===== src/common/smio_pkg.sv =====
/*
  Package for the multi-width serial flash pin interface: transfer widths,
  pin bundles, received-byte bundle and shared constants.
  Assumes one system clock far faster than the serial clock on the pins.
*/
package smio_pkg;

  // ==========================================================
  // Constants
  // ==========================================================
  localparam int unsigned BYTE_W    = 8;     // Bits per transferred byte
  localparam int unsigned LINES_W   = 4;     // Data lines 0..3
  localparam int unsigned CNT_W     = 4;     // Bit counter width
  localparam logic [3:0]  CNT_ZERO  = 4'h0;  // Counter reset value
  localparam logic [3:0]  CNT_BYTE  = 4'h8;  // Bits in a full byte
  localparam logic [3:0]  OE_NONE   = 4'h0;  // All lines released
  localparam logic [3:0]  OE_SINGLE = 4'h2;  // Serial output line only
  localparam logic [7:0]  BYTE_ZERO = 8'h00; // Shift register reset value

  // ==========================================================
  // Types
  // ==========================================================
  // Bits moved per serial clock in a phase
  typedef enum logic [1:0] {
    SMIO_W1 = 2'b00,  // Single line
    SMIO_W2 = 2'b01,  // Lines 0-1
    SMIO_W4 = 2'b10   // Lines 0-3
  } smio_width_t;

  // Raw pin levels as seen at the device
  typedef struct packed {
    logic       sck;     // Serial clock from host
    logic       cs_n;    // Chip select, active low
    logic [3:0] io;      // data_line_3 .. data_line_0
  } smio_pins_t;

  // One received byte
  typedef struct packed {
    logic       valid;   // One-cycle strobe
    logic       first;   // Byte is the instruction
    logic [7:0] data;    // Byte value, first bit in bit 7
  } smio_rx_t;

endpackage


===== src/verilog/smio_device.sv =====
/*
  Device-side pin logic of a multi-width serial flash interface: pin
  synchronisers, select and power state, hold, single/dual/quad receive
  and transmit shifting.
  Assumes sys_clk runs at least eight times the serial clock rate and
  that the command decoder behind it steers widths at byte boundaries.
*/
`timescale 1ns/10ps

// Behaviour
// Sample incoming bits on serial clock rise
// Change driven data only after clock fall
// Chip select high: ignore inputs, tristate
// Deselected and not busy means standby power
// Chip select low selects, active power
// No command before first chip select fall
// Single commands: in on line 0, out line 1
// Output commands: address single, data wide
// I/O commands: both directions same width
// Line 0 bidirectional in dual and quad
// Write-protect pin becomes line 2 in quad
// Hold pin becomes line 3 in quad
// Single protocol plus two/four-bit transfers
// Accept clock modes 0 and 3
// Instruction always one bit per clock
// Chip select low for whole command
// Hold: tristate output, ignore clock, input
// MSB first, higher line more significant
module smio_device
  import smio_pkg::*;
(
  // Clock and reset
  input  wire logic        sys_clk,
  input  wire logic        srst,
  // Serial pins (three signals per data line)
  input  wire logic        sck,
  input  wire logic        cs_n,
  input  wire logic [3:0]  io_in,
  output      logic [3:0]  io_out,
  output      logic [3:0]  io_oe,
  // Steering from the command logic
  input  wire logic        quad_en,
  input  wire smio_width_t rx_width,
  input  wire smio_width_t tx_width,
  input  wire logic        tx_active,
  input  wire logic [7:0]  tx_data,
  input  wire logic        busy,
  // Results towards the command logic
  output      smio_rx_t    rx,
  output      logic        tx_take,
  output      logic        selected,
  output      logic        standby,
  output      logic        wr_protect
);

  // ==========================================================
  // Functions
  // ==========================================================
  // Quad needs the two shared pins; fall back to dual without it
  function automatic smio_width_t eff_width(smio_width_t w, logic qe);
    if (w == SMIO_W4 && !qe)
      return SMIO_W2;
    return w;
  endfunction

  // Bits moved per clock for a width
  function automatic logic [3:0] width_bits(smio_width_t w);
    case (w)
      SMIO_W2: return 4'h2;
      SMIO_W4: return 4'h4;
      default: return 4'h1;
    endcase
  endfunction

  // Shift lines in, higher line more significant
  function automatic logic [7:0] shift_in(logic [7:0] sh, smio_width_t w,
                                          logic [3:0] l);
    case (w)
      SMIO_W2: return {sh[5:0], l[1], l[0]};
      SMIO_W4: return {sh[3:0], l};
      default: return {sh[6:0], l[0]};
    endcase
  endfunction

  // ==========================================================
  // Pin synchronisers and edge finding
  // ==========================================================
  smio_pins_t  sy1_q;        // First stage, read only by second
  smio_pins_t  sy2_q;        // Stable pin levels
  logic        sck3_q;       // Previous clock level
  logic        cs3_q;        // Previous select level
  logic        sck_rise;     // Serial clock rose
  logic        sck_fall;     // Serial clock fell
  logic        cs_fall;      // Select asserted
  logic        sel;          // Device selected now

  // Two flops on every pin before any logic looks at it
  always_ff @(posedge sys_clk)
  begin
    if (srst)
    begin
      sy1_q  <= '{sck: 1'b0, cs_n: 1'b1, io: OE_NONE};
      sy2_q  <= '{sck: 1'b0, cs_n: 1'b1, io: OE_NONE};
      sck3_q <= 1'b0;
      cs3_q  <= 1'b1;
    end
    else
    begin
      sy1_q  <= '{sck: sck, cs_n: cs_n, io: io_in};
      sy2_q  <= sy1_q;
      sck3_q <= sy2_q.sck;
      cs3_q  <= sy2_q.cs_n;
    end
  end

  // Edges work for both idle levels of the clock
  assign sck_rise = sy2_q.sck & ~sck3_q;
  assign sck_fall = ~sy2_q.sck & sck3_q;
  assign cs_fall  = ~sy2_q.cs_n & cs3_q;
  assign sel      = ~sy2_q.cs_n;

  // ==========================================================
  // Select, power and protect state
  // ==========================================================
  logic        armed_q;      // Seen a select fall since reset
  logic [1:0]  warm_q;       // Pin levels have reached the second stage
  logic        cs_hi_q;      // Select pin seen high since reset
  logic        hold_q;       // Hold condition in force
  logic        xfer;         // Clock edges count
  logic        instr_done_q; // Instruction byte complete

  // Power-up lockout until the first select fall.
  // The sync stages reset to deselected, so a pin held low through reset
  // would look like a fall; only a fall after a real high level arms.
  always_ff @(posedge sys_clk)
  begin
    if (srst)
    begin
      warm_q  <= 2'b00;
      cs_hi_q <= 1'b0;
      armed_q <= 1'b0;
    end
    else
    begin
      warm_q <= {warm_q[0], 1'b1};
      // Trust the select level once it comes from the pin
      if (warm_q[1] && sy2_q.cs_n)
        cs_hi_q <= 1'b1;
      if (cs_fall && cs_hi_q)
        armed_q <= 1'b1;
    end
  end

  // Hold starts and ends only while the clock is low; deselect ends it at any clock level
  always_ff @(posedge sys_clk)
  begin
    if (srst || !sel)
      hold_q <= 1'b0;
    else if (!sy2_q.sck)
      hold_q <= ~quad_en & ~sy2_q.io[3];
  end

  // A command only runs while selected, armed and not paused
  assign xfer = sel & armed_q & ~hold_q;

  // Power state and protect level, all registered
  always_ff @(posedge sys_clk)
  begin
    if (srst)
    begin
      selected   <= 1'b0;
      standby    <= 1'b1;
      wr_protect <= 1'b0;
    end
    else
    begin
      selected   <= sel;
      standby    <= ~sel & ~busy;
      wr_protect <= ~quad_en & ~sy2_q.io[2];
    end
  end

  // ==========================================================
  // Receive path
  // ==========================================================
  logic [7:0]  rx_sh_q;      // Partial byte
  logic [3:0]  rx_cnt_q;     // Bits held so far
  smio_width_t rx_w;         // Width of this clock
  logic [7:0]  rx_next;      // Byte after this clock
  logic [3:0]  rx_cnt_next;  // Count after this clock

  // Instruction stays single whatever the later phases ask for
  assign rx_w        = instr_done_q ? eff_width(rx_width, quad_en)
                                    : SMIO_W1;
  assign rx_next     = shift_in(rx_sh_q, rx_w, sy2_q.io);
  assign rx_cnt_next = rx_cnt_q + width_bits(rx_w);

  // Sample on rises only; a new select restarts framing
  always_ff @(posedge sys_clk)
  begin
    if (srst || !sel)
    begin
      rx_sh_q      <= BYTE_ZERO;
      rx_cnt_q     <= CNT_ZERO;
      instr_done_q <= 1'b0;
      rx           <= '0;
    end
    else
    begin
      rx.valid <= 1'b0;
      if (sck_rise && xfer)
      begin
        if (rx_cnt_next == CNT_BYTE)
        begin
          rx           <= '{valid: 1'b1, first: ~instr_done_q,
                            data: rx_next};
          rx_cnt_q     <= CNT_ZERO;
          instr_done_q <= 1'b1;
        end
        else
        begin
          rx_cnt_q <= rx_cnt_next;
        end
        rx_sh_q <= rx_next;
      end
    end
  end

  // ==========================================================
  // Transmit path
  // ==========================================================
  logic [7:0]  tx_sh_q;      // Bits still to send, top first
  logic [3:0]  tx_left_q;    // Count of bits still to send
  smio_width_t tx_w_q;       // Width of the bits on the lines
  smio_width_t tx_w;         // Width for this fall
  logic [7:0]  tx_byte;      // Byte feeding this fall

  assign tx_w    = eff_width(tx_width, quad_en);
  assign tx_byte = (tx_left_q == CNT_ZERO) ? tx_data : tx_sh_q;

  // Lines change only on falls so the host samples on the next rise;
  // at 8x oversampling the new bit lands about three cycles after it
  always_ff @(posedge sys_clk)
  begin
    if (srst || !sel || hold_q)
    begin
      io_oe     <= OE_NONE;
      tx_left_q <= srst || !sel ? CNT_ZERO : tx_left_q;
      tx_take   <= 1'b0;
      if (srst)
      begin
        io_out  <= OE_NONE;
        tx_sh_q <= BYTE_ZERO;
        tx_w_q  <= SMIO_W1;
      end
    end
    else
    begin
      tx_take <= 1'b0;
      if (sck_fall && xfer)
      begin
        if (!tx_active)
        begin
          io_oe     <= OE_NONE;
          tx_left_q <= CNT_ZERO;
        end
        else
        begin
          tx_take   <= (tx_left_q == CNT_ZERO);
          tx_w_q    <= tx_w;
          tx_left_q <= (tx_left_q == CNT_ZERO ? CNT_BYTE : tx_left_q)
                       - width_bits(tx_w);
          case (tx_w)
            SMIO_W2:
            begin
              io_out  <= {2'b00, tx_byte[7:6]};
              io_oe   <= 4'h3;
              tx_sh_q <= {tx_byte[5:0], 2'b00};
            end
            SMIO_W4:
            begin
              io_out  <= tx_byte[7:4];
              io_oe   <= 4'hf;
              tx_sh_q <= {tx_byte[3:0], 4'h0};
            end
            default:
            begin
              io_out  <= {2'b00, tx_byte[7], 1'b0};
              io_oe   <= OE_SINGLE;
              tx_sh_q <= {tx_byte[6:0], 1'b0};
            end
          endcase
        end
      end
    end
  end

  // ==========================================================
  // Assertions
  // ==========================================================
  // Deselect releases every line by the next cycle
  a_cs_high_float: assert property (
    @(posedge sys_clk) disable iff (srst)
    sy2_q.cs_n |=> (io_oe == OE_NONE))
    else $error("lines driven while deselected");

  // Driven data moves only right after a detected fall
  a_out_after_fall: assert property (
    @(posedge sys_clk) disable iff (srst)
    ($changed(io_out) && sel) |-> $past(sck_fall))
    else $error("output changed without clock fall");

  // A byte completes only on a rising clock edge
  a_rx_on_rise: assert property (
    @(posedge sys_clk) disable iff (srst)
    rx.valid |-> $past(sck_rise) && $past(xfer))
    else $error("byte completed without clock rise");

  // No byte before the first select fall
  a_armed_first: assert property (
    @(posedge sys_clk) disable iff (srst)
    rx.valid |-> $past(armed_q))
    else $error("byte taken before first select fall");

  // Idle and not busy gives standby a cycle later
  a_standby_idle: assert property (
    @(posedge sys_clk) disable iff (srst)
    (sy2_q.cs_n && !busy) |=> standby)
    else $error("standby missing while idle");

  // Selection forces the active state
  a_active_sel: assert property (
    @(posedge sys_clk) disable iff (srst)
    sel |=> !standby && selected)
    else $error("not active while selected");

  // Instruction clocks add exactly one bit
  a_instr_single: assert property (
    @(posedge sys_clk) disable iff (srst)
    (sck_rise && xfer && !instr_done_q && rx_cnt_q != 4'h7)
      |=> (rx_cnt_q == $past(rx_cnt_q) + 4'h1))
    else $error("instruction bit not single width");

  // Hold releases the lines a cycle later
  a_hold_float: assert property (
    @(posedge sys_clk) disable iff (srst)
    hold_q |=> (io_oe == OE_NONE))
    else $error("lines driven during hold");

  // Lines 2 and 3 drive only in quad
  a_quad_lines: assert property (
    @(posedge sys_clk) disable iff (srst)
    (io_oe[3:2] != 2'b00) |-> $past(quad_en))
    else $error("shared pins driven outside quad");

  // Single width drives the serial output line only
  a_single_so: assert property (
    @(posedge sys_clk) disable iff (srst)
    (io_oe != OE_NONE && tx_w_q == SMIO_W1) |-> (io_oe == OE_SINGLE))
    else $error("single width drove wrong line");

  c_dual_out: cover property (
    @(posedge sys_clk) disable iff (srst)
    tx_take && tx_w_q == SMIO_W2);
  c_quad_in: cover property (
    @(posedge sys_clk) disable iff (srst)
    rx.valid && !rx.first && rx_w == SMIO_W4);
  c_hold: cover property (
    @(posedge sys_clk) disable iff (srst) $rose(hold_q));
  c_mode3: cover property (
    @(posedge sys_clk) disable iff (srst) cs_fall && sy2_q.sck);

endmodule


===== config.mk =====
export PLATFORM = sky130hd
export DESIGN_NAME = smio_device
export DESIGN_NICKNAME = d
export VERILOG_FILES = /design/src/common/smio_pkg.sv /design/src/verilog/smio_device.sv
export SDC_FILE = /design/constraint.sdc
export NUM_CORES = 1
export LEC_CHECK = 0
export BUFFER_PORTS_ARGS = -buffer_cell sky130_fd_sc_hd__buf_2
export CELL_PAD_IN_SITES_DETAIL_PLACEMENT = 0
export CELL_PAD_IN_SITES_GLOBAL_PLACEMENT = 1
export CORE_ASPECT_RATIO = 0.6
export CORE_MARGIN = 3
export CORE_UTILIZATION = 35
export CTS_CLUSTER_DIAMETER = 40
export DETAILED_ROUTE_END_ITERATION = 10
export PLACE_DENSITY_LB_ADDON = 0.08
export SLEW_MARGIN = 20
export SYNTH_ARGS = -nofsm -noshare
export SYNTH_HDL_FRONTEND = slang
export SYNTH_SLANG_ARGS = --single-unit

===== constraint.sdc =====
create_clock -name sys_clk -period 5.55 [get_ports sys_clk]
set_input_delay 0.2775 -clock sys_clk [delete_from_list [all_inputs] [get_ports sys_clk]]
set_output_delay 0.2775 -clock sys_clk [all_outputs]
set_load 0.01 [all_outputs]

==> metrics.txt, run 1 <==
Post-Syn Nets ~320; gr ovfl total 0; Most used DFF post-synth sky130_fd_sc_hd__dfxtp_1; Slew @ Worst Pin ~1.1 ns; reg-to-reg endpoint rx[0]; die outline area between 9000 and 10000 µm²; Die Span X 122 µm; basic-gate share of the synthesized area counting and, or, nand and nor cells 18.2%; layout overhead on the synthesized area 20.6%; cell area after synthesis 2820 µm²; largest net degree at the start of global routing 21; final standard cell area without fillers around 3400 µm²; via count of the first global-routing pass 1853; largest family of logic cells by synthesized area simple AND/OR/NAND/NOR gates; placed wire-length estimate after detailed placement 4600 µm; CTS tree yes; proportion of register bits with asynchronous set or reset after synthesis 0%; post-synthesis mux area share under 10%; H-tree depth 3; height of the chip 75.5 µm; Max Transition Viols Final 0; flip-flop and latch count after synthesis between 60 and 70; detailed-route wire length per cell 14.4 µm; worst IR drop on VDD 0.148 mV; antenna cells 0; worst path required time ~5.8 ns; critical path endpoint rx[0]; RePlAce Congestion 0.833; instance count of the mapped netlist 279; PostCTS Resize Cnt 0; post-cts hold buffer count 0; max capacitance violation total 0; Max Clk Rate 288 MHz; final-report setup violation count 0; number of flops mapped to enable cells by yosys 15; Seq/Total Area, Yosys 50.0%; count of clock tree sinks 63; wire length of the first global-routing pass 10000 µm; RSZ-0062 raised after global routing false; Pwr per Cell Area 311 nW/µm²; period utilisation layout between 60 and 70%; skew final 0.00362 ns; clk root buf sky130_fd_sc_hd__clkbuf_16; Setup CP Type reg -> reg; ANT nets after route 0; total placed instance area between 3000 and 4000 µm²; row count 24; GRT Total Usage 14.9%; Synth Area in XOR/XNOR less than 1%; CTS Buffer Depth 2; Via density around 4.8; maximum fanout along the worst path 15; post-synthesis share of cell area spent on full adders, half adders and majority gates 6.30%; critical path endpoint category flop; count of input and output buffers 44; boundary pin count 45; reg2reg setup slack 2.08 ns; layout cells sized above 1 between 20% and 30%; WL final 6200 µm; beginning of the critical path instr_done_q; Core Region 7540 µm²; class of the tightest hold or removal check in -> reg; Worst slew margin 29.2%; count of unique library cells instantiated by Yosys 47; starting density of the core 37.4%; # DRC 0; Synth warnings 0; number of buffers inserted to repair setup after CTS 0; reg2reg path depth 9; arrival time of data at the critical path endpoint ~3.7 ns; Clock Pin Slew Worst Setup and Hold Paths 0.05 ns; outcome finished, final reports clean; Min Clock Period, post-route 3.47 ns; initial antenna violation count 0; Synth Area in Compound Gates between 10% and 20%; Pleak about 1.5 nW; critical path launch point type flop; setup TNS after final layout 0 ns; First DRT Iteration DRCs 132; average cell area after synthesis 10.1 µm²; clock latency of the later-clocked register in the worst-skew pair around 0.32 ns; beginning of the worst register-to-register path instr_done_q; via count 2088; Pre-Repair DR Iteration Count 4; Hold Fails Final Rpt 0; final layout net count 360; cts bufs inserted 9
-- metal layers --
metal / up-vias / part of all wire (%) / GRT usage [%]
met2: 61 / 35 / 17.5
met4: 0 / 1.1 / 5.22
met5: - / 0 / 0
li1: 1065 / - / -
met3: 12 / 6.6 / 5.86
met1: 950 / 57 / 23.3
-- critical path, cell delays in order (launching register included) --
cell	delay (ns)
sky130_fd_sc_hd__dfxtp_1	0.36
sky130_fd_sc_hd__o211ai_1	0.14
sky130_fd_sc_hd__ha_1	0.55
sky130_fd_sc_hd__ha_1	0.26
sky130_fd_sc_hd__inv_1	0.06
sky130_fd_sc_hd__fa_1	0.37
sky130_fd_sc_hd__xor2_1	0.34
sky130_fd_sc_hd__nand4_1	0.19
sky130_fd_sc_hd__nor3_2	0.83
sky130_fd_sc_hd__mux2i_1	0.28
-- registers in the layout, indices dropped and copies added, names as in the netlist, 2 cells and up --
name / count
rx: 10
rx_sh_q: 7
tx_sh_q: 7
sy1_q: 6
sy2_q: 6
io_out: 4
rx_cnt_q: 4
tx_left_q: 4
io_oe: 3
warm_q: 2
-- power by group --
| group | switching (mW) | total (mW) | leakage [nW] | internal [mW] |
|---|---|---|---|---|
| Combinational | 0.0383 | 0.0684 | 0.768 | 0.0301 |
| Sequential | 0.00533 | 0.487 | 0.552 | 0.482 |
| Clock | 0.180 | 0.503 | 0.133 | 0.323 |
| Total | 0.223 | 1.06 | 1.45 | 0.835 |
-- synthesized netlist by cell type (6+ instances only) --
| cell | number | share of area [%] |
|---|---|---|
| sky130_fd_sc_hd__a21oi_1 | 8 | 1.4 |
| sky130_fd_sc_hd__a22oi_1 | 6 | 1.6 |
| sky130_fd_sc_hd__clkbuf_1 | 6 | 0.80 |
| sky130_fd_sc_hd__dfxtp_1 | 48 | 34 |
| sky130_fd_sc_hd__edfxtp_1 | 15 | 16 |
| sky130_fd_sc_hd__ha_1 | 11 | 4.9 |
| sky130_fd_sc_hd__inv_1 | 15 | 2.0 |
| sky130_fd_sc_hd__mux2i_1 | 26 | 9.2 |
| sky130_fd_sc_hd__nand2_1 | 32 | 4.3 |
| sky130_fd_sc_hd__nor2_1 | 19 | 2.5 |
| sky130_fd_sc_hd__nor2b_1 | 16 | 3.5 |
| sky130_fd_sc_hd__nor3_1 | 8 | 1.4 |
| sky130_fd_sc_hd__o21ai_0 | 16 | 2.8 |
-- cell usage in the layout (no fill, tap or decap), types with 2 or more instances in the layout --
cell type                   netlist  final
sky130_fd_sc_hd__o22ai_1          3      3
sky130_fd_sc_hd__edfxtp_1        15     15
sky130_fd_sc_hd__a22oi_1          6      6
sky130_fd_sc_hd__nor3_2           1      2
sky130_fd_sc_hd__nand2_1         32     32
sky130_fd_sc_hd__nor3_1           8      7
sky130_fd_sc_hd__o21ai_0         16     16
sky130_fd_sc_hd__ha_1            11     11
sky130_fd_sc_hd__nor2_1          19     19
sky130_fd_sc_hd__clkbuf_1         6      3
sky130_fd_sc_hd__dfxtp_1         48     48
sky130_fd_sc_hd__nand4_1          2      2
sky130_fd_sc_hd__nor3b_1          2      2
sky130_fd_sc_hd__inv_1           15     15
sky130_fd_sc_hd__fa_1             2      2
sky130_fd_sc_hd__nand3b_1         2      2
sky130_fd_sc_hd__buf_2            4     44
sky130_fd_sc_hd__a31oi_1          2      2
sky130_fd_sc_hd__o22a_1           3      3
sky130_fd_sc_hd__a21oi_1          8      8
sky130_fd_sc_hd__and3_1           2      2
sky130_fd_sc_hd__clkbuf_16        0      9
sky130_fd_sc_hd__mux2i_1         26     26
sky130_fd_sc_hd__o21a_1           4      4
sky130_fd_sc_hd__nor2b_1         16     16
sky130_fd_sc_hd__clkbuf_8         0      2
sky130_fd_sc_hd__buf_4            3      3
sky130_fd_sc_hd__or2_2            2      2
-- cell type report --
type / count / area (µm²)
Clock inverter: 1 / 5.00
Inverter: 15 / 56.3
Clock buffer: 14 / 264
Sequential cell: 63 / 1410
Tap cell: 104 / 130
Timing Repair Buffer: 47 / 243
Multi-Input combinational cell: 188 / 1290
Fill cell: 755 / 4140
-- worst min-delay path by stage --
stage | from | to | slack, ns | cells past startpoint
finish | cs_n | sy1_q[4] | 0.13 | 2
global route | cs_n | sy1_q[4] | 0.13 | 2
CTS | cs_n | sy1_q[4] | 0.12 | 2
detailed placement | sy1_q[4] | sy2_q[4] | 0.40 | 1
global placement | sy1_q[4] | sy2_q[4] | 0.40 | 1
floorplan | quad_en | wr_protect | 0.36 | 1
-- through the flow --
| stage | setup WS (ns) | hold WS, ns | cells | total power [mW] | utilization [%] |
|---|---|---|---|---|---|
| detailed placement | 1.91 | 0.400 | 417 | 0.565 | 41.6 |
| global placement | 2.00 | 0.397 | 417 | 0.564 | 41.6 |
| CTS | 2.07 | 0.117 | 432 | 1.08 | 45.1 |
| global route | 1.73 | 0.129 | 432 | 1.10 | 45.1 |
| finish | 2.08 | 0.132 | 432 | 1.06 | 45.1 |
| floorplan | 3.01 | 0.357 | 279 | 0.540 | - |
-- cell families (layout without fill, tap and decap cells) --
kind of cell               after synthesis  after routing
adders and majority gates               13             13
AOI/OAI and AO/OA                       50             50
and+or+nand+nor                         97             97
buffers and inverters                   28             77
muxes                                   26             26
DFF                                     63             63
xor gates and xnor gates                 2              2
Note: power is estimated with default switching activity, not from simulation.
==> inputs of run 2 (changes only) <==
--- a/config.mk
+++ b/config.mk
@@ -5,6 +5,7 @@
 export SDC_FILE = /design/constraint.sdc
 export NUM_CORES = 1
 export LEC_CHECK = 0
+export ABC_AREA = 1
 export BUFFER_PORTS_ARGS = -buffer_cell sky130_fd_sc_hd__buf_2
 export CELL_PAD_IN_SITES_DETAIL_PLACEMENT = 0
 export CELL_PAD_IN_SITES_GLOBAL_PLACEMENT = 1
==> constraint.sdc (replaced) <==
create_clock -name sys_clk -period 3.1 [get_ports sys_clk]
set_input_delay 0.155 -clock sys_clk [delete_from_list [all_inputs] [get_ports sys_clk]]
set_output_delay 0.155 -clock sys_clk [all_outputs]
set_load 0.01 [all_outputs]
==> run 2 against run 1 <==
Against the previous run: core utilization shrank 0.89 points; final area grew 4.2%; via count grew 12%; critical path depth grew 3; die area grew 3.6%; power grew 86%; sequential share of layout area shrank 1.7 points; global-route usage grew 1.0 points; critical endpoint is now rx[1].
==> metrics.txt, run 2 <==
outcome finished, final reports clean; Max Clk Rate between 300 and 400 MHz; RePlAce Congestion slightly below 0.8; antenna cells 0; via count about 2.3k; maximum fanout along the worst path 20; boundary pin count 45; proportion of register bits with asynchronous set or reset after synthesis 0%; worst IR drop on VDD 0.367 mV; worst path required time ~3.3 ns; arrival time of data at the critical path endpoint about 3 ns; Largest register FFs 10; reg-to-reg endpoint rx[1]; commonest cells after routing, fill and taps aside sky130_fd_sc_hd__inv_1, sky130_fd_sc_hd__nand2_1, sky130_fd_sc_hd__nor2_1, sky130_fd_sc_hd__dfxtp_1, sky130_fd_sc_hd__buf_2; final standard cell area without fillers about 3500 µm²; switching part of the total power ~22%; placed wire-length estimate after detailed placement 5230 µm; gr ovfl total 0; top post-synthesis cells by area sky130_fd_sc_hd__dfxtp_1, sky130_fd_sc_hd__edfxtp_1, sky130_fd_sc_hd__inv_1; most frequent standard cell in the layout excluding fill and tap cells sky130_fd_sc_hd__inv_1; Setup CP Type reg -> reg; Seq/Total Area, Yosys between 40% and 50%; Most used DFF post-synth sky130_fd_sc_hd__dfxtp_1; Max Transition Viols Final 0; net switching power figure 0.437 mW; layout overhead on the synthesized area 21.0%; wire length of the first global-routing pass 11300 µm; skew final 0.00930 ns; initial antenna violation count 0; RSZ-0062 raised after global routing false; count of unique library cells instantiated by Yosys 34; layout cells sized above 1 19.6%; register share of total power 44.1%; final layout net count 449; final core utilization 44.3%; GRT Total Usage 15.9%; Pre-Repair DR Iteration Count 4; setup TNS after final layout 0 ns; Post-Syn Nets about 400; Clock Pin Slew Worst Setup and Hold Paths roughly 0.050 ns; ANT nets after route 0; average cell area after synthesis roughly 8 µm²; Hold Fails Final Rpt 0; cell taking the most area after synthesis sky130_fd_sc_hd__dfxtp_1; Core Region 8010 µm²; die outline area roughly 9500 µm²; via count of the first global-routing pass ~2.2k; flip-flop and latch count after synthesis 63; Worst slew margin 63.9%; max capacitance violation total 0; Die Span X 124 µm; class of the tightest hold or removal check in -> reg; starting density of the core approximately 37%; clock latency of the later-clocked register in the worst-skew pair 0.33 ns; Pwr per Cell Area ~560 nW/µm²; library cell with the highest instance count after synthesis sky130_fd_sc_hd__inv_1; critical path launch point type flop; number of flops mapped to enable cells by yosys 15; reg2reg setup slack between 0.3 and 0.4 ns; Via density ~4.4; critical path endpoint category flop; critical path endpoint rx[1]; instance count of the mapped netlist 365; largest reg by FF count rx; beginning of the worst register-to-register path instr_done_q; cell area after synthesis 2930 µm²; WL final 6930 µm; share of the synthesized area in the top cell type 32.8%; top flop regs rx: 10 flops, rx_sh_q: 7 flops, tx_sh_q: 7 flops; Slew @ Worst Pin about 0.54 ns; largest net degree at the start of global routing 21; internal power 1.54 mW; CTS tree yes; leading post-synthesis cells by instance count sky130_fd_sc_hd__inv_1, sky130_fd_sc_hd__nand2_1, sky130_fd_sc_hd__nor2_1; final-report setup violation count 0; CTS Buffer Depth 2; clk root buf sky130_fd_sc_hd__clkbuf_16; beginning of the critical path instr_done_q; # DRC 0; count of input and output buffers 44; count of clock tree sinks 63; reg2reg path depth 12; total placed instance area roughly 3200 µm²; Min Clock Period, post-route 2.78 ns; First DRT Iteration DRCs a little over 200; Synth warnings 0; Design Power 1.97 mW; portion of total power attributed to the clock network 49.5%; count of filler cells inserted in the layout about 830; row count 25; cts bufs inserted 9; power share of the combinational group 6.4%; period utilisation layout between 80% and 90%; number of buffers inserted to repair setup after CTS 0; height of the chip slightly below 80 µm; Pleak around 1.7 nW; detailed-route wire length per cell 13.2 µm; H-tree depth 3
-- run 2: cell count changes after synthesis, moves of 5 or more --
cell	before	now
sky130_fd_sc_hd__or2_2	2	8
sky130_fd_sc_hd__a21oi_1	8	14
sky130_fd_sc_hd__nand2_1	32	64
sky130_fd_sc_hd__mux2i_1	26	0
sky130_fd_sc_hd__o21ai_0	16	21
sky130_fd_sc_hd__a22oi_1	6	1
sky130_fd_sc_hd__inv_1	15	65
sky130_fd_sc_hd__nor2_1	19	53
sky130_fd_sc_hd__nand3_1	1	13
sky130_fd_sc_hd__nor2b_1	16	0
-- run 2: worst min path at each step --
| stage | slack [ns] | depth (start not counted) | to | start |
|---|---|---|---|---|
| floorplan | 0.23 | 1 | wr_protect | quad_en |
| global placement | 0.34 | 2 | sy1_q[4] | cs_n |
| detailed placement | 0.35 | 2 | sy1_q[4] | cs_n |
| CTS | 0.006 | 2 | sy1_q[4] | cs_n |
| global route | 0.004 | 2 | sy1_q[4] | cs_n |
| finish | 0.01 | 2 | sy1_q[4] | cs_n |
-- run 2: cell type report --
cell class	instances	area, µm²	share of cell area, %
flip-flops and latches	63	1410	39.8
well taps	108	135	3.81
clock inverters	3	15.0	0.424
clock buffers	13	282	7.94
repair buffers	47	243	6.85
multi-input cells	222	1190	33.6
inverters	70	268	7.56
-- run 2: cell families (layout without fill, tap and decap cells) --
kind of cell,count (synthesis),after routing,synth area share (%)
fa+ha+maj,13,13,6.07
buf+inv,80,133,11.4
simple gates,157,157,24.0
compound gates,50,50,9.65
flops,63,63,48.2
xor+xnor,2,2,0.598
-- run 2: critical path: stages (launching register included) --
cell	delay (ns)
sky130_fd_sc_hd__dfxtp_1	0.33
sky130_fd_sc_hd__inv_1	0.07
sky130_fd_sc_hd__nor3_1	0.24
sky130_fd_sc_hd__inv_1	0.10
sky130_fd_sc_hd__ha_1	0.39
sky130_fd_sc_hd__ha_1	0.23
sky130_fd_sc_hd__inv_1	0.06
sky130_fd_sc_hd__fa_1	0.50
sky130_fd_sc_hd__nand2_1	0.06
sky130_fd_sc_hd__nor2_1	0.21
sky130_fd_sc_hd__nand3_4	0.23
sky130_fd_sc_hd__nor2_1	0.19
sky130_fd_sc_hd__nor2_1	0.06
-- run 2: metrics by stage --
step / instances / hold WS, ns / setup slack (ns)
final: 526 / 0.0148 / 0.325
after detailed placement: 510 / 0.350 / 0.228
after CTS: 526 / 0.00601 / 0.223
after global placement: 510 / 0.341 / 0.374
after floorplan: 365 / 0.234 / 0.660
after global routing: 526 / 0.00447 / 0.0286
-- run 2: what timing repair did --
item,in CTS,in global routing
resized for setup,0,1
hold buffers,0,0
endpoints found under the setup margin,0,9
-- run 2: power groups by stage --
| stage | logic (mW) | registers, mW | clock network [mW] |
|---|---|---|---|
| after floorplan | 0.0826 | 0.887 | 0 |
| after global placement | 0.124 | 0.887 | 0 |
| after detailed placement | 0.125 | 0.887 | 0 |
| after CTS | 0.126 | 0.870 | 0.997 |
| after global routing | 0.145 | 0.873 | 1.04 |
| final | 0.126 | 0.871 | 0.976 |
-- run 2: routing by layer --
metal / vias to the layer above / track usage [%] / share of wire (%) / routed length (µm)
met4: 0 / 4.59 / 0.88 / 61
met5: - / 0 / 0 / 0
met3: 7 / 5.67 / 7.1 / 493
met1: 1038 / 26.8 / 60 / 4160
met2: 58 / 17.6 / 32 / 2220
li1: 1236 / - / - / -
==> inputs of run 3 (changes only) <==
--- a/config.mk
+++ b/config.mk
@@ -15,6 +15,7 @@
 export CTS_CLUSTER_DIAMETER = 40
 export DETAILED_ROUTE_END_ITERATION = 10
 export PLACE_DENSITY_LB_ADDON = 0.08
+export RECOVER_POWER = 25
 export SLEW_MARGIN = 20
 export SYNTH_ARGS = -nofsm -noshare
 export SYNTH_HDL_FRONTEND = slang
==> run 3 against run 2 <==
Against the previous run: worst hold slack about the same; first-iteration DRC count unchanged; critical path depth unchanged; sequential power about the same; setup slack got worse by 0.0014 ns; final cell count unchanged; non-clock buffer count unchanged; routed wire length about the same; global-route usage unchanged; clock power about the same; highest routed layer unchanged.
==> metrics.txt, run 3 (synthesis results as in run 2) <==
outcome finished, final reports clean; final-report setup violation count 0; CTS tree yes; clk root buf sky130_fd_sc_hd__clkbuf_16; RSZ-0062 raised after global routing false; Slew @ Worst Pin 0.786 ns; Hold Fails Final Rpt 0; most frequent standard cell in the layout excluding fill and tap cells sky130_fd_sc_hd__inv_1; CP Cell Sequence inv_1 -> nor3_1 -> inv_1 -> ha_1 -> ha_1 -> inv_1 -> fa_1 -> nand2_1 -> nor2_1 -> nand3_4 -> nor2_1 -> nor2_1; max capacitance violation total 0; slowest cell on the critical path sky130_fd_sc_hd__fa_1; starting density of the core 36.6%; Worst slew margin a little under half; die outline area 9540 µm²; Via density 4.45; Setup CP Type reg -> reg; met3 routed wirelength between 400 and 500 µm; placed wire-length estimate after detailed placement 5230 µm; peak per-stage delay on the critical path 0.50 ns; largest net degree at the start of global routing 21; WL final 6940 µm; boundary pin count 45; register share of total power 44.2%; count of filler cells inserted in the layout 832; Largest register FFs 10; commonest cells after routing, fill and taps aside sky130_fd_sc_hd__inv_1, sky130_fd_sc_hd__nand2_1, sky130_fd_sc_hd__nor2_1, sky130_fd_sc_hd__dfxtp_1, sky130_fd_sc_hd__buf_2; count of input and output buffers 44; gr ovfl total 0; worst path required time between 3 and 4 ns; met2 routed WL 2230 µm; First DRT Iteration DRCs 203; largest reg by FF count rx; ANT nets after route 0; switching part of the total power 22.2%; critical path endpoint category flop; power share of the combinational group 6.4%; Die Span X 124 µm; portion of total power attributed to the clock network around half; initial antenna violation count 0; highest metal layer with signal wires met4; top flop regs rx: 10 flops, rx_sh_q: 7 flops, tx_sh_q: 7 flops; H-tree depth 3; beginning of the worst register-to-register path instr_done_q; Clock Pin Slew Worst Setup and Hold Paths 0.05 ns; antenna cells 0; GRT Total Usage 15.9%; reg2reg path depth 12; Max Clk Rate 360 MHz; maximum fanout along the worst path 20; arrival time of data at the critical path endpoint 2.99 ns; # DRC 0; class of the tightest hold or removal check in -> reg; Pleak 1.65 nW; CTS Buffer Depth 2; count of clock tree sinks 63; Max Transition Viols Final 0; final standard cell area without fillers 3530 µm²; skew final approximately 0.0096 ns; setup TNS after final layout 0 ns; Core Region 8010 µm²; Pre-Repair DR Iteration Count 4; final layout net count 449; via count of the first global-routing pass 2198; detailed-route wire length per cell 13.2 µm; clock latency of the later-clocked register in the worst-skew pair 0.33 ns; internal power 1.54 mW; worst hold path startpoint cs_n; Design Power a little under 2 mW; critical path launch point type flop; beginning of the critical path instr_done_q; Pwr per Cell Area 558 nW/µm²; layout cells sized above 1 17.9%; RePlAce Congestion 0.784; Post-Route M1 WL 4200 µm; via count around 2.3k; cts bufs inserted 9; total placed instance area about 3200 µm²; net switching power figure 0.437 mW; period utilisation layout around nine tenths; row count 25; worst IR drop on VDD 0.366 mV; Min Clock Period, post-route about 2.8 ns; height of the chip 76.9 µm; cell depth of the worst hold path 2; layout overhead on the synthesized area 20.7%; wire length of the first global-routing pass 11300 µm
[run 3: cell type report]
class	instances	area, µm²	area share, %
clock inverter	3	15.0	0.425
clock buffer	13	282	7.96
tap	108	135	3.82
timing repair buffer	47	234	6.62
multi-input combinational	222	1190	33.7
sequential	63	1410	39.9
inverter	70	268	7.58
[run 3: critical path: cells and delay by family, from the launching register on]
kind / cells / cell delay [ns]
and+or+nand+nor: 6 / 0.99
adders and majority gates: 3 / 1.12
buffers and inverters: 3 / 0.23
DFF: 1 / 0.33
[run 3: power by group through the flow]
| stage | clock network, mW | logic, mW | registers [mW] |
|---|---|---|---|
| 3_3_place_gp | 0 | 0.124 | 0.887 |
| 6_report | 0.975 | 0.126 | 0.871 |
| 3_5_place_dp | 0 | 0.125 | 0.887 |
| 2_1_floorplan | 0 | 0.0826 | 0.887 |
| 4_1_cts | 0.997 | 0.126 | 0.870 |
| 5_1_grt | 1.04 | 0.145 | 0.873 |
[run 3: path summary, 6_finish.rpt]
check | slack (ns) | end
worst max-delay path | 0.32 | rx[1]
worst min register to register | 0.40 | sy2_q[5]
worst max register to register | 0.32 | rx[1]
worst min-delay path | 0.01 | sy1_q[4]
[run 3: what timing repair did]
action	4_1_cts	5_1_grt
setup buffers	0	0
endpoints found under the setup margin	0	9
hold buffers	0	0
resized for setup	0	1
[run 3: metal layers]
metal	GRT usage, %	vias to the layer above
li1	-	1238
met1	26.8	1038
met2	17.6	58
met3	5.67	7
met4	4.59	0
met5	0	-
[run 3: through the flow]
step	utilization, %	hold slack (ns)	worst slack [ns]	cells
2_1_floorplan	-	0.234	0.660	365
3_3_place_gp	40.5	0.341	0.374	510
3_5_place_dp	40.5	0.350	0.228	510
4_1_cts	44.2	0.00601	0.223	526
5_1_grt	44.1	0.00447	0.0286	526
6_report	44.1	0.0146	0.323	526
